--- src/hdl/btt_map.vh ---
// Register map constants for the bank timing trim and timestamp control block.
// Assumes inclusion by bare name from design files under hdl/.
`ifndef BTT_MAP_VH
`define BTT_MAP_VH
// ----------------------------------------------------------------------------
// Register indices; byte address is four times the index.
// ----------------------------------------------------------------------------
`define BTT_IDX_BANK0_ZERO 10'h102
`define BTT_IDX_BANK0_QUAD 10'h103
`define BTT_IDX_BANK1_ZERO 10'h112
`define BTT_IDX_BANK1_QUAD 10'h113
`define BTT_IDX_BANK4_ZERO 10'h142
`define BTT_IDX_BANK5_ZERO 10'h152
`define BTT_IDX_MARKER_CTL 10'h160
`define BTT_IDX_LANE_SEL 10'h161
`define BTT_IDX_MODE_CTL 10'h170
`define BTT_IDX_STATUS 10'h171
// ----------------------------------------------------------------------------
// Field positions and reset values.
// ----------------------------------------------------------------------------
`define BTT_BIT_MARKER_EN 0
`define BTT_BIT_LANE_SEL 0
`define BTT_BIT_SINGLE_MODE 0
`define BTT_BIT_SYNC_RX_EN 1
`define BTT_RST_CTL 8'h00
`define BTT_WIDTH_12 2'h0
`define BTT_WIDTH_10 2'h1
`define BTT_WIDTH_8 2'h2
`define BTT_LANE_W12 3'h0
`define BTT_LANE_W10 3'h2
`define BTT_LANE_W8 3'h4
// ----------------------------------------------------------------------------
// Timing counts.
// ----------------------------------------------------------------------------
`define BTT_ANALOG_LATENCY 4
`define BTT_FUSE_LOAD_CYCLES 2'h1
`endif

--- src/hdl/btt_bank_timing.v ---
// Bank timing trim registers and timestamp marker control behind Avalon-MM.
// Assumes fuse values valid at reset release and one 20 MHz clock.
`timescale 1ns/100ps
`default_nettype none
`include "btt_map.vh"
// Behaviour
// - Marker enable puts timestamp on sample bit marker_lane.
// - Marker delayed same as analog sample latency.
// - Bank0 zero code in dual mode.
// - Bank0 quadrature code in single mode.
// - Bank1 zero code in dual mode.
// - Bank1 quadrature code in single mode.
// - Bank4 zero code in both modes.
// - Bank5 zero code in both modes.
// - Timing registers reset from fuse values.
// - Lane select clear: lane zero, enabled.
// - Lane select set: lane follows sample width.
module btt_bank_timing (
   // Clock and reset.
   input wire mclk,
   input wire rst_n,
   // Avalon-MM slave.
   input wire [11:0] avs_address,
   input wire avs_read,
   input wire avs_write,
   input wire [31:0] avs_writedata,
   input wire [3:0] avs_byteenable,
   output reg [31:0] avs_readdata,
   output wire avs_waitrequest,
   // Fuse storage defaults.
   input wire [7:0] fuse_bank0_zero,
   input wire [7:0] fuse_bank0_quad,
   input wire [7:0] fuse_bank1_zero,
   input wire [7:0] fuse_bank1_quad,
   input wire [7:0] fuse_bank4_zero,
   input wire [7:0] fuse_bank5_zero,
   // Sample path.
   input wire timestamp_in,
   input wire [1:0] output_sample_width,
   input wire [11:0] sample_a_in,
   input wire [11:0] sample_b_in,
   output reg [11:0] sample_a_out,
   output reg [11:0] sample_b_out,
   output reg [5:0] lane_enable,
   // Applied timing codes.
   output wire [7:0] bank0_code,
   output wire [7:0] bank1_code,
   output wire [7:0] bank4_code,
   output wire [7:0] bank5_code,
   // Control levels.
   output wire sync_receiver_enable,
   output wire single_channel_mode
);
   reg [7:0] bank0_zero_phase_timing;
   reg [7:0] bank0_quadrature_timing;
   reg [7:0] bank1_zero_phase_timing;
   reg [7:0] bank1_quadrature_timing;
   reg [7:0] bank4_zero_phase_timing;
   reg [7:0] bank5_zero_phase_timing;
   reg [7:0] sample_marker_control;
   reg [7:0] lane_select_control;
   reg [7:0] mode_control;
   reg fuse_pending;
   reg ack;
   wire [9:0] idx;
   wire wr_en;
   wire marker_insert_enable;
   wire lane_sel;
   wire marker_late;
   wire [11:0] delayed_a;
   wire [11:0] delayed_b;
   reg [2:0] marker_lane;
   reg [11:0] lane_mask;

   // -------------------------------------------------------------------------
   // Bus decode.
   // -------------------------------------------------------------------------
   // One wait state per access; the answer comes on the second edge.
   assign idx = avs_address[11:2];
   assign avs_waitrequest = (avs_read | avs_write) & ~ack;
   assign wr_en = avs_write & ack & avs_byteenable[0];

   function [7:0] btt_merge;
      input hit;
      input [7:0] old;
      input [7:0] val;
      begin
         btt_merge = hit ? val : old;
      end
   endfunction

   always @(posedge mclk) begin
      if (!rst_n) begin
         ack <= 1'b0;
      end else begin
         ack <= (avs_read | avs_write) & ~ack;
      end
   end

   // -------------------------------------------------------------------------
   // Registers.
   // -------------------------------------------------------------------------
   always @(posedge mclk) begin
      if (!rst_n) begin
         fuse_pending <= 1'b1;
         bank0_zero_phase_timing <= 8'h00;
         bank0_quadrature_timing <= 8'h00;
         bank1_zero_phase_timing <= 8'h00;
         bank1_quadrature_timing <= 8'h00;
         bank4_zero_phase_timing <= 8'h00;
         bank5_zero_phase_timing <= 8'h00;
         sample_marker_control <= `BTT_RST_CTL;
         lane_select_control <= `BTT_RST_CTL;
         mode_control <= `BTT_RST_CTL;
      end else if (fuse_pending) begin
         fuse_pending <= 1'b0;
         bank0_zero_phase_timing <= fuse_bank0_zero;
         bank0_quadrature_timing <= fuse_bank0_quad;
         bank1_zero_phase_timing <= fuse_bank1_zero;
         bank1_quadrature_timing <= fuse_bank1_quad;
         bank4_zero_phase_timing <= fuse_bank4_zero;
         bank5_zero_phase_timing <= fuse_bank5_zero;
      end else if (wr_en) begin
         bank0_zero_phase_timing <= btt_merge(idx == `BTT_IDX_BANK0_ZERO,
            bank0_zero_phase_timing, avs_writedata[7:0]);
         bank0_quadrature_timing <= btt_merge(idx == `BTT_IDX_BANK0_QUAD,
            bank0_quadrature_timing, avs_writedata[7:0]);
         bank1_zero_phase_timing <= btt_merge(idx == `BTT_IDX_BANK1_ZERO,
            bank1_zero_phase_timing, avs_writedata[7:0]);
         bank1_quadrature_timing <= btt_merge(idx == `BTT_IDX_BANK1_QUAD,
            bank1_quadrature_timing, avs_writedata[7:0]);
         bank4_zero_phase_timing <= btt_merge(idx == `BTT_IDX_BANK4_ZERO,
            bank4_zero_phase_timing, avs_writedata[7:0]);
         bank5_zero_phase_timing <= btt_merge(idx == `BTT_IDX_BANK5_ZERO,
            bank5_zero_phase_timing, avs_writedata[7:0]);
         sample_marker_control <= btt_merge(idx == `BTT_IDX_MARKER_CTL,
            sample_marker_control, avs_writedata[7:0]);
         lane_select_control <= btt_merge(idx == `BTT_IDX_LANE_SEL,
            lane_select_control, avs_writedata[7:0]);
         mode_control <= btt_merge(idx == `BTT_IDX_MODE_CTL,
            mode_control, avs_writedata[7:0]);
      end
   end

   // -------------------------------------------------------------------------
   // Read data.
   // -------------------------------------------------------------------------
   always @(posedge mclk) begin
      if (!rst_n) begin
         avs_readdata <= 32'h00000000;
      end else if (avs_read & ~ack) begin
         case (idx)
            `BTT_IDX_BANK0_ZERO: avs_readdata <= {24'h000000, bank0_zero_phase_timing};
            `BTT_IDX_BANK0_QUAD: avs_readdata <= {24'h000000, bank0_quadrature_timing};
            `BTT_IDX_BANK1_ZERO: avs_readdata <= {24'h000000, bank1_zero_phase_timing};
            `BTT_IDX_BANK1_QUAD: avs_readdata <= {24'h000000, bank1_quadrature_timing};
            `BTT_IDX_BANK4_ZERO: avs_readdata <= {24'h000000, bank4_zero_phase_timing};
            `BTT_IDX_BANK5_ZERO: avs_readdata <= {24'h000000, bank5_zero_phase_timing};
            `BTT_IDX_MARKER_CTL: avs_readdata <= {24'h000000, sample_marker_control};
            `BTT_IDX_LANE_SEL: avs_readdata <= {24'h000000, lane_select_control};
            `BTT_IDX_MODE_CTL: avs_readdata <= {24'h000000, mode_control};
            `BTT_IDX_STATUS: avs_readdata <= {24'h000000, 5'h00, marker_lane};
            default: avs_readdata <= 32'h00000000;
         endcase
      end
   end

   // -------------------------------------------------------------------------
   // Timing code selection.
   // -------------------------------------------------------------------------
   assign single_channel_mode = mode_control[`BTT_BIT_SINGLE_MODE];
   assign sync_receiver_enable = mode_control[`BTT_BIT_SYNC_RX_EN];
   // Converter A uses zero phase in dual mode and minus ninety in single mode.
   assign bank0_code = single_channel_mode ? bank0_quadrature_timing
                                           : bank0_zero_phase_timing;
   assign bank1_code = single_channel_mode ? bank1_quadrature_timing
                                           : bank1_zero_phase_timing;
   // Converter B stays at zero phase in both modes.
   assign bank4_code = bank4_zero_phase_timing;
   assign bank5_code = bank5_zero_phase_timing;

   // -------------------------------------------------------------------------
   // Timestamp marker path.
   // -------------------------------------------------------------------------
   assign marker_insert_enable = sample_marker_control[`BTT_BIT_MARKER_EN];
   assign lane_sel = lane_select_control[`BTT_BIT_LANE_SEL];

   // The marker and the samples pass through equal delay stages.
   btt_delay_line #(.DEPTH(`BTT_ANALOG_LATENCY)) u_marker_delay (
      .mclk(mclk),
      .rst_n(rst_n),
      .din(timestamp_in),
      .dout(marker_late)
   );

   genvar g;
   generate
      for (g = 0; g < 12; g = g + 1) begin : g_sample_delay
         btt_delay_line #(.DEPTH(`BTT_ANALOG_LATENCY)) u_a (
            .mclk(mclk),
            .rst_n(rst_n),
            .din(sample_a_in[g]),
            .dout(delayed_a[g])
         );
         btt_delay_line #(.DEPTH(`BTT_ANALOG_LATENCY)) u_b (
            .mclk(mclk),
            .rst_n(rst_n),
            .din(sample_b_in[g]),
            .dout(delayed_b[g])
         );
      end
   endgenerate

   always @* begin
      marker_lane = `BTT_LANE_W12;
      if (lane_sel) begin
         case (output_sample_width)
            `BTT_WIDTH_10: marker_lane = `BTT_LANE_W10;
            `BTT_WIDTH_8: marker_lane = `BTT_LANE_W8;
            default: marker_lane = `BTT_LANE_W12;
         endcase
      end
      lane_mask = 12'h001 << marker_lane;
   end

   always @(posedge mclk) begin
      if (!rst_n) begin
         sample_a_out <= 12'h000;
         sample_b_out <= 12'h000;
         lane_enable <= 6'h00;
      end else begin
         if (marker_insert_enable) begin
            sample_a_out <= (delayed_a & ~lane_mask) | (lane_mask & {12{marker_late}});
            sample_b_out <= (delayed_b & ~lane_mask) | (lane_mask & {12{marker_late}});
         end else begin
            sample_a_out <= delayed_a;
            sample_b_out <= delayed_b;
         end
         // Lane zero stays enabled in lane-select-clear mode whatever the width.
         lane_enable <= {3'h0, output_sample_width == `BTT_WIDTH_12, 1'b0, 1'b1}
                        | ((marker_insert_enable & lane_sel) ? lane_mask[5:0] : 6'h00);
      end
   end
endmodule // btt_bank_timing
`default_nettype wire

--- src/hdl/btt_delay_line.v ---
// Fixed-length shift delay that matches the marker to the sample path latency.
// Assumes one clock and a synchronous active-low reset.
`timescale 1ns/100ps
`default_nettype none
module btt_delay_line #(
   parameter DEPTH = 4
) (
   // Clock and reset.
   input wire mclk,
   input wire rst_n,
   // Data.
   input wire din,
   output wire dout
);
   reg [DEPTH-1:0] pipe;

   always @(posedge mclk) begin
      if (!rst_n) begin
         pipe <= {DEPTH{1'b0}};
      end else begin
         pipe <= {pipe[DEPTH-2:0], din};
      end
   end

   assign dout = pipe[DEPTH-1];
endmodule // btt_delay_line
`default_nettype wire

--- config.mk ---
export PLATFORM = sky130hd
export DESIGN_NAME = btt_bank_timing
export DESIGN_NICKNAME = d
export VERILOG_FILES = /design/src/hdl/btt_bank_timing.v /design/src/hdl/btt_delay_line.v
export VERILOG_INCLUDE_DIRS = /design/src /design/src/hdl
export SDC_FILE = /design/constraint.sdc
export NUM_CORES = 1
export LEC_CHECK = 0
export ABC_CLOCK_PERIOD_IN_PS = 2650
export CAP_MARGIN = 25
export CORE_ASPECT_RATIO = 1.1
export CORE_MARGIN = 2
export CORE_UTILIZATION = 60
export CTS_BUF_LIST = sky130_fd_sc_hd__clkbuf_4 sky130_fd_sc_hd__clkbuf_8
export CTS_CLUSTER_DIAMETER = 50
export DETAILED_ROUTE_END_ITERATION = 6
export DONT_BUFFER_PORTS = 1
export GPL_TIMING_DRIVEN = 0
export PLACE_DENSITY = 0.76
export SYNTH_ARGS = -nofsm -noshare
export SYNTH_HDL_FRONTEND = slang
export SYNTH_SLANG_ARGS = --single-unit
--- constraint.sdc ---
create_clock -name mclk -period 2.65 [get_ports mclk]
set_input_delay 0.6625 -clock mclk [delete_from_list [all_inputs] [get_ports mclk]]
set_output_delay 0.6625 -clock mclk [all_outputs]
set_load 0.005 [all_outputs]
==> results of run 1 <==
==> layout make-up <==
type | count | area, um2
clock inverter | 20 | 284.0
antenna | 5 | 12.51
buffer | 87 | 506.7
inverter | 3 | 11.26
tap | 184 | 230.2
clock buffer | 37 | 503.0
sequential | 209 | 4184
multi-input combinational | 506 | 3575
fill | 1030 | 3961
==> state kept, by name, summed over array words and instances (netlist names), 4 cells and up <==
signal,cells
bank5_code,8
mode_control,8
bank1_zero_phase_timing,8
sample_a_out,12
sample_marker_control,8
bank1_quadrature_timing,8
bank0_zero_phase_timing,8
sample_b_out,12
bank0_quadrature_timing,8
bank4_code,8
g_sample_delay.u_a.pipe,48
u_marker_delay.pipe,4
g_sample_delay.u_b.pipe,48
lane_select_control,8
avs_readdata,8
==> path summary, 6_finish.rpt <==
path / start / endpoint / slack (ns) / cells past startpoint
worst max-delay path: mode_control[0] / bank1_code[5] / 0.08 / 3
worst min-delay path: rst_n / lane_enable[0] / 0.15 / 0
worst max register to register: ack / bank0_quadrature_timing[0] / 0.76 / 5
worst min register to register: g_sample_delay[6].u_b.pipe[3] / sample_b_out[6] / 0.42 / 1
==> routing by layer <==
metal | GRT usage | share of wire | up-vias
li1 | - | - | 2798
met1 | 0.3341 | 0.37 | 2842
met2 | 0.4727 | 0.49 | 269
met3 | 0.06928 | 0.092 | 70
met4 | 0.1339 | 0.047 | 2
met5 | 0 | 0.00062 | -
==> placed cells by master, fill, tap and decap left out, drive strengths merged, types with 2 or more instances in the layout <==
cell type  instances
dfxtp            209
and2             118
clkbuf            83
o21ai             67
a21oi             62
mux2i             53
buf               40
mux2              28
conb              27
nand3             19
nor2              18
nor3              17
nand2             14
clkinv            13
a221oi            13
nor3b             10
mux4               9
nand4              9
and3               8
bufinv             7
diode              5
a22oi              4
and4               3
nor4b              3
nor2b              2
nand2b             2
a32oi              2
a2bb2oi            2
o21a               2
clkinvlp           2
and4bb             2
and3b              2
and4b              2
==> power by group <==
group / leakage [uW] / total, uW / switching, uW / internal (uW)
logic: 0.00188 / 407 / 232 / 175
registers: 0.00171 / 3320 / 71.4 / 3250
clock network: 0.000406 / 3190 / 1240 / 1950
total: 0.00399 / 6920 / 1540 / 5380
==> stage by stage <==
stage / power [uW] / utilization / setup slack (ns)
floorplan: 3666 / - / 0.6397
global placement: 3773 / 0.6410 / 0.2157
detailed placement: 3788 / 0.6410 / 0.2297
CTS: 6955 / 0.7005 / 0.03968
global route: 7174 / 0.7009 / 0.009400
finish: 6920 / 0.7014 / 0.08337
==> worst reg2reg max path: stages, from the launching register on <==
cell	delay (ns)
dfxtp_1	0.45
and4b_1	0.31
buf_4	0.23
nand4_2	0.38
mux2i_1	0.30
a21oi_1	0.09
==> logic make-up after synthesis <==
kind of cell | after synthesis | synth area share
AOI/OAI and AO/OA | 157 | 0.1142
xor gates and xnor gates | 1 | 0.001071
buffers and inverters | 90 | 0.06304
DFF | 209 | 0.5117
muxes | 90 | 0.1292
other | 1 | 0.0004586
and+or+nand+nor | 231 | 0.1804
==> timing repair <==
item                                   4_1_cts  5_1_grt
endpoints found under the hold margin        0        0
pin swaps                                    0        0
resized for setup                            2        1
hold buffers                                 0        0
setup endpoints to repair                    9        5
==> metrics.md, run 1 <==
| Metric | Value |
|---|---|
| Gr usage total | 0.2808 |
| Critical Path Source Type | flip-flop |
| Most frequent cell after synthesis | dfxtp_1 |
| Setup violators final | 0 |
| CTS root buf | clkbuf_8 |
| Critical setup path kind | flip-flop to output port |
| Die ar. | 14580 um2 |
| Routability cong. | ~0.97 |
| Final Cell Area | 9306 um2 |
| Syn avg cell area | 10.50 um2 |
| Crit-path slowest cell | mux2_2 |
| CP delay by family, top | buffers and inverters |
| Worst Clk Skew | 0.01110 ns |
| Maximum VDD drop | 0.0006126 V |
| Vias per cell | 5.691 |
| CP arrival | 1.90 ns |
| Outcome | completed |
| Top cells by count, synth | 209 x dfxtp_1, 118 x and2_1, 67 x o21ai_0 |
| Pwr Density | 743.6 nW/um2 |
| Yosys top cell area share | 0.5117 |
| Worst Tran Pin Value | roughly 0.74 ns |
| CP max stage delay | about 0.41 ns |
| Placed Area | ~8500 um2 |
| Worst slew margin | 0.5086 |
| WL final | around 21000 um |
| Rows | 44 |
| Detailed Place HPWL | 15170 um |
| Chip height | ~130 um |
| Largest net degree at the start of global routing | 15 |
| Post-synth top area cell | dfxtp_1 |
| Via count | 5981 |
| RSZ-0062 raised after global routing | no |
| Seq/Total Area, Yosys | 0.5117 |
| Crit Path Max Fanout | 10 |
| CTS clock-pin slew for the worst setup and hold paths | 0.07 ns |
| H-tree Lvls | 1 |
| Initial Utilization | 0.6163 |
| GR Overflow Total | 0 |
| Nets | slightly below 1000 |
| EDFF count, synth | 0 |
| LEAKAGE | 0.003994 uW |
| Initial antenna violation count | 6 |
| Worst path cell trace | clkbuf_2 -> buf_2 -> mux2_2 |
| TritonCTS Buffers | 31 |
| Critical Path RT | 1.99 ns |
| Crit end category | output port |
| TritonCTS clock tree | yes |
| Total core area | between 10000 and 15000 um2 |
| Synthesis-to-layout area growth | 13.82% |
| DRT iter0 DRCs | about 470 |
| Distinct cells, synth | 57 |
| Post-route ant nets | 0 |
| Area contributors post-synth | dfxtp_1 51%, and2_1 9.0%, mux2i_1 6.5%, o21ai_0 4.1%, mux2_2 3.9% |
| Final worst path period need | 2.567 ns |
| Fin crit share | 0.9685 |
| Die width | between 100 and 150 um |
| Fin Setup TNS | 0 ns |
| Worst-case clock buffer depth | 3 |
| First-pass GRT wire length | around 32000 um |
| Clock Latency Late Sink | 0.54 ns |
| Layout cells sized above 1 | 0.1972 |
| Average wire per standard cell | 19.87 um |
| DRC violations left | 0 |
| Max Cap Violations | 0 |
| Flops & latches, synth | 209 |
| Buf+Inv Stages, Crit Path | 2 |
| Vias in the first global route | 5805 |
| Max-slew violation count | 0 |
| Async SR Flop Fraction | 0 |
| Placed cells | 989 |
| Synthesized instance count | 779 |
| Clk sinks | 209 |
| Initial DRT Pass Iterations | 5 |
| Ports | 224 |
| Max Clock Freq | slightly below 0.4 GHz |
| Fin cells | roughly 1100 |
| HP Class | primary input to flip-flop |
| Cell area after synthesis | 8177 um2 |
| Fin. Hold Viols | 0 |
| IO buf count | 0 |
| Synth Warn # | 0 |
| Hold WS | 0.1467 ns |
| Postcts setup bufs | 0 |
| Ys flop type | dfxtp_1 |
Power figures use the tool's default switching activity.
==> run 2: changes to the inputs <==
--- a/config.mk
+++ b/config.mk
@@ -10,13 +10,13 @@
 export CAP_MARGIN = 25
 export CORE_ASPECT_RATIO = 1.1
 export CORE_MARGIN = 2
-export CORE_UTILIZATION = 60
+export CORE_UTILIZATION = 53
 export CTS_BUF_LIST = sky130_fd_sc_hd__clkbuf_4 sky130_fd_sc_hd__clkbuf_8
 export CTS_CLUSTER_DIAMETER = 50
 export DETAILED_ROUTE_END_ITERATION = 6
 export DONT_BUFFER_PORTS = 1
 export GPL_TIMING_DRIVEN = 0
-export PLACE_DENSITY = 0.76
+export PLACE_DENSITY = 0.68
 export SYNTH_ARGS = -nofsm -noshare
 export SYNTH_HDL_FRONTEND = slang
 export SYNTH_SLANG_ARGS = --single-unit
==> run 2 against run 1 <==
Net effect: first-iteration DRC count grew 14%; via count shrank 0.84%; die area grew 13%; critical endpoint is now bank1_code[4]; sequential share of layout area grew 0.13 points; power shrank 2.9%.
==> metrics.md, run 2 (synthesis gave the netlist of run 1 again) <==
| Metric | Value |
|---|---|
| Post-route ant nets | 0 (unchanged) |
| Fin. Hold Viols | 0 (unchanged) |
| Critical setup path kind | flip-flop to output port |
| Worst Clk Skew | 0.02674 ns (+0.01564 ns) |
| Total power | 6720 uW (-2.9%) |
| TritonCTS clock tree | yes |
| TritonCTS Buffers | 34 (+9.7%) |
| Gr usage total | 0.2626 (-0.01818) |
| Rows | 47 (+6.8%) |
| Worst-case clock buffer depth | 3 (unchanged) |
| Final worst path period need | 2.589 ns (+0.02225 ns) |
| Ports | 224 (unchanged) |
| Via count | 5931 (-0.84%) |
| Crit Path Max Fanout | 10 (unchanged) |
| DRC violations left | 0 (unchanged) |
| Initial DRT Pass Iterations | 5 (unchanged) |
| Max-slew violation count | 0 (unchanged) |
| Commonest non-fill, non-tap cell in the layout | dfxtp_1 |
| Synthesis-to-layout area growth | 13.48% |
| Fin crit share | 0.9769 (+0.008395) |
| Placed Area | 8519 um2 (+0.18%) |
| RSZ-0062 raised after global routing | no |
| First-pass GRT wire length | 32540 um (+2.9%) |
| Critical Path RT | 1.99 ns (about the same) |
| Pwr Density | 724.2 nW/um2 (-2.6%) |
| Max Cap Violations | 0 (unchanged) |
| Final Cell Area | 9279 um2 (-0.30%) |
| WL final | 21750 um (+4.2%) |
| Max Clock Freq | 0.3863 GHz (-0.86%) |
| Average wire per standard cell | 20.42 um (+2.8%) |
| Initial antenna violation count | 9 (+3) |
| CTS clock-pin slew for the worst setup and hold paths | 0.06 ns (about the same) |
| Nets | 968 (+0.31%) |
| Outcome | completed |
| HP Class | primary input to flip-flop |
| Largest net degree at the start of global routing | 11 (-4) |
| Fin cells | 1065 (+1.3%) |
| Largest regs | g_sample_delay.u_a.pipe (48), g_sample_delay.u_b.pipe (48) |
| Vias per cell | 5.569 (-2.1%) |
| Worst Tran Pin Value | 0.7420 ns (+0.004862 ns) |
| Clk sinks | 209 (unchanged) |
| Layout cells sized above 1 | 0.1981 (+0.0009302) |
| Clock Latency Late Sink | 0.51 ns (-0.03 ns) |
| H-tree Lvls | 2 (+1) |
| Fin Setup TNS | 0 ns (unchanged) |
| Vias in the first global route | 5815 (+0.17%) |
| Total core area | 15050 um2 (+13%) |
| Maximum VDD drop | 0.0005209 V (-15%) |
| Placed cells | 1001 (+1.2%) |
| CTS root buf | clkbuf_8 |
| Die ar. | 16440 um2 (+13%) |
| Critical Path Source Type | flip-flop |
| Detailed Place HPWL | 15830 um (+4.4%) |
| IO buf count | 0 (unchanged) |
| Worst slew margin | 0.5032 (-0.005335) |
| Initial Utilization | 0.5431 (-0.07314) |
| GR Overflow Total | 0 (unchanged) |
| Setup violators final | 0 (unchanged) |
| Chip height | 134.3 um (+6.2%) |
| Die width | 122.4 um (+6.2%) |
| Commonest non-fill, non-tap cells in the layout | 209 x dfxtp_1, 118 x and2_1, 67 x o21ai_0 |
| Routability cong. | 0.9089 (-6.3%) |
| Crit end category | output port |
| CP arrival | 1.93 ns (+0.03 ns) |
| DRT iter0 DRCs | 532 (+14%) |
| LEAKAGE | 0.003981 uW (-0.33%) |
[run 2: changes by cell type in the layout (fill, tap and decap cells not counted), sizes merged]
cell	change
clkinvlp	-2
inv	+2
clkbuf	+18
bufinv	-6
clkinv	-11
diode	+1
[run 2: timing repair]
item,4_1_cts,5_1_grt
setup buffers,0,0
gates resized for setup,2,1
setup endpoints to repair,9,5
hold buffers,0,0
[run 2: per-layer routing]
metal,GRT usage,vias to the layer above,share of wire
li1,-,2795,-
met1,0.3186,2847,0.39
met2,0.4349,240,0.49
met3,0.08461,43,0.088
met4,0.09579,6,0.025
met5,0,-,0.0022
[run 2: final cells by class]
class	count	area, um2
Antenna cell	6	15.01
Buffer	87	506.7
Clock buffer	55	694.4
Clock inverter	3	47.55
Fill cell	1334	5776
Inverter	3	11.26
Multi-Input combinational cell	506	3575
Sequential cell	209	4184
Tap cell	196	245.2
[run 2: critical path: stages (launching register included)]
cell and delay [ns]:
dfxtp_1 0.35, clkbuf_2 0.32, buf_2 0.35, mux2_2 0.40
[run 2: final timing paths]
path | from | endpoint | slack (ns) | cells past startpoint
setup / recovery | mode_control[0] | bank1_code[4] | 0.06 | 3
hold / removal | rst_n | lane_enable[0] | 0.19 | 0
setup reg to reg | ack | bank0_quadrature_timing[3] | 0.77 | 5
hold reg to reg | g_sample_delay[3].u_b.pipe[1] | g_sample_delay[3].u_b.pipe[2] | 0.43 | 1
[run 2: power by group]
| part | switching [uW] | total [uW] | internal (uW) | leakage (uW) |
|---|---|---|---|---|
| sequential | 71.8 | 3330 | 3250 | 0.00171 |
| combinational | 233 | 407 | 175 | 0.00188 |
| clock | 1230 | 2990 | 1760 | 0.000393 |
| total | 1540 | 6720 | 5180 | 0.00398 |
[run 2: stage by stage]
step	util	hold slack (ns)	setup WS [ns]
floorplan	-	0.4057	0.6397
global placement	0.5659	0.4101	0.1248
detailed placement	0.5659	0.4169	0.1106
CTS	0.6154	0.1687	0.02762
global route	0.6162	0.1633	0.01029
finish	0.6164	0.1945	0.06112
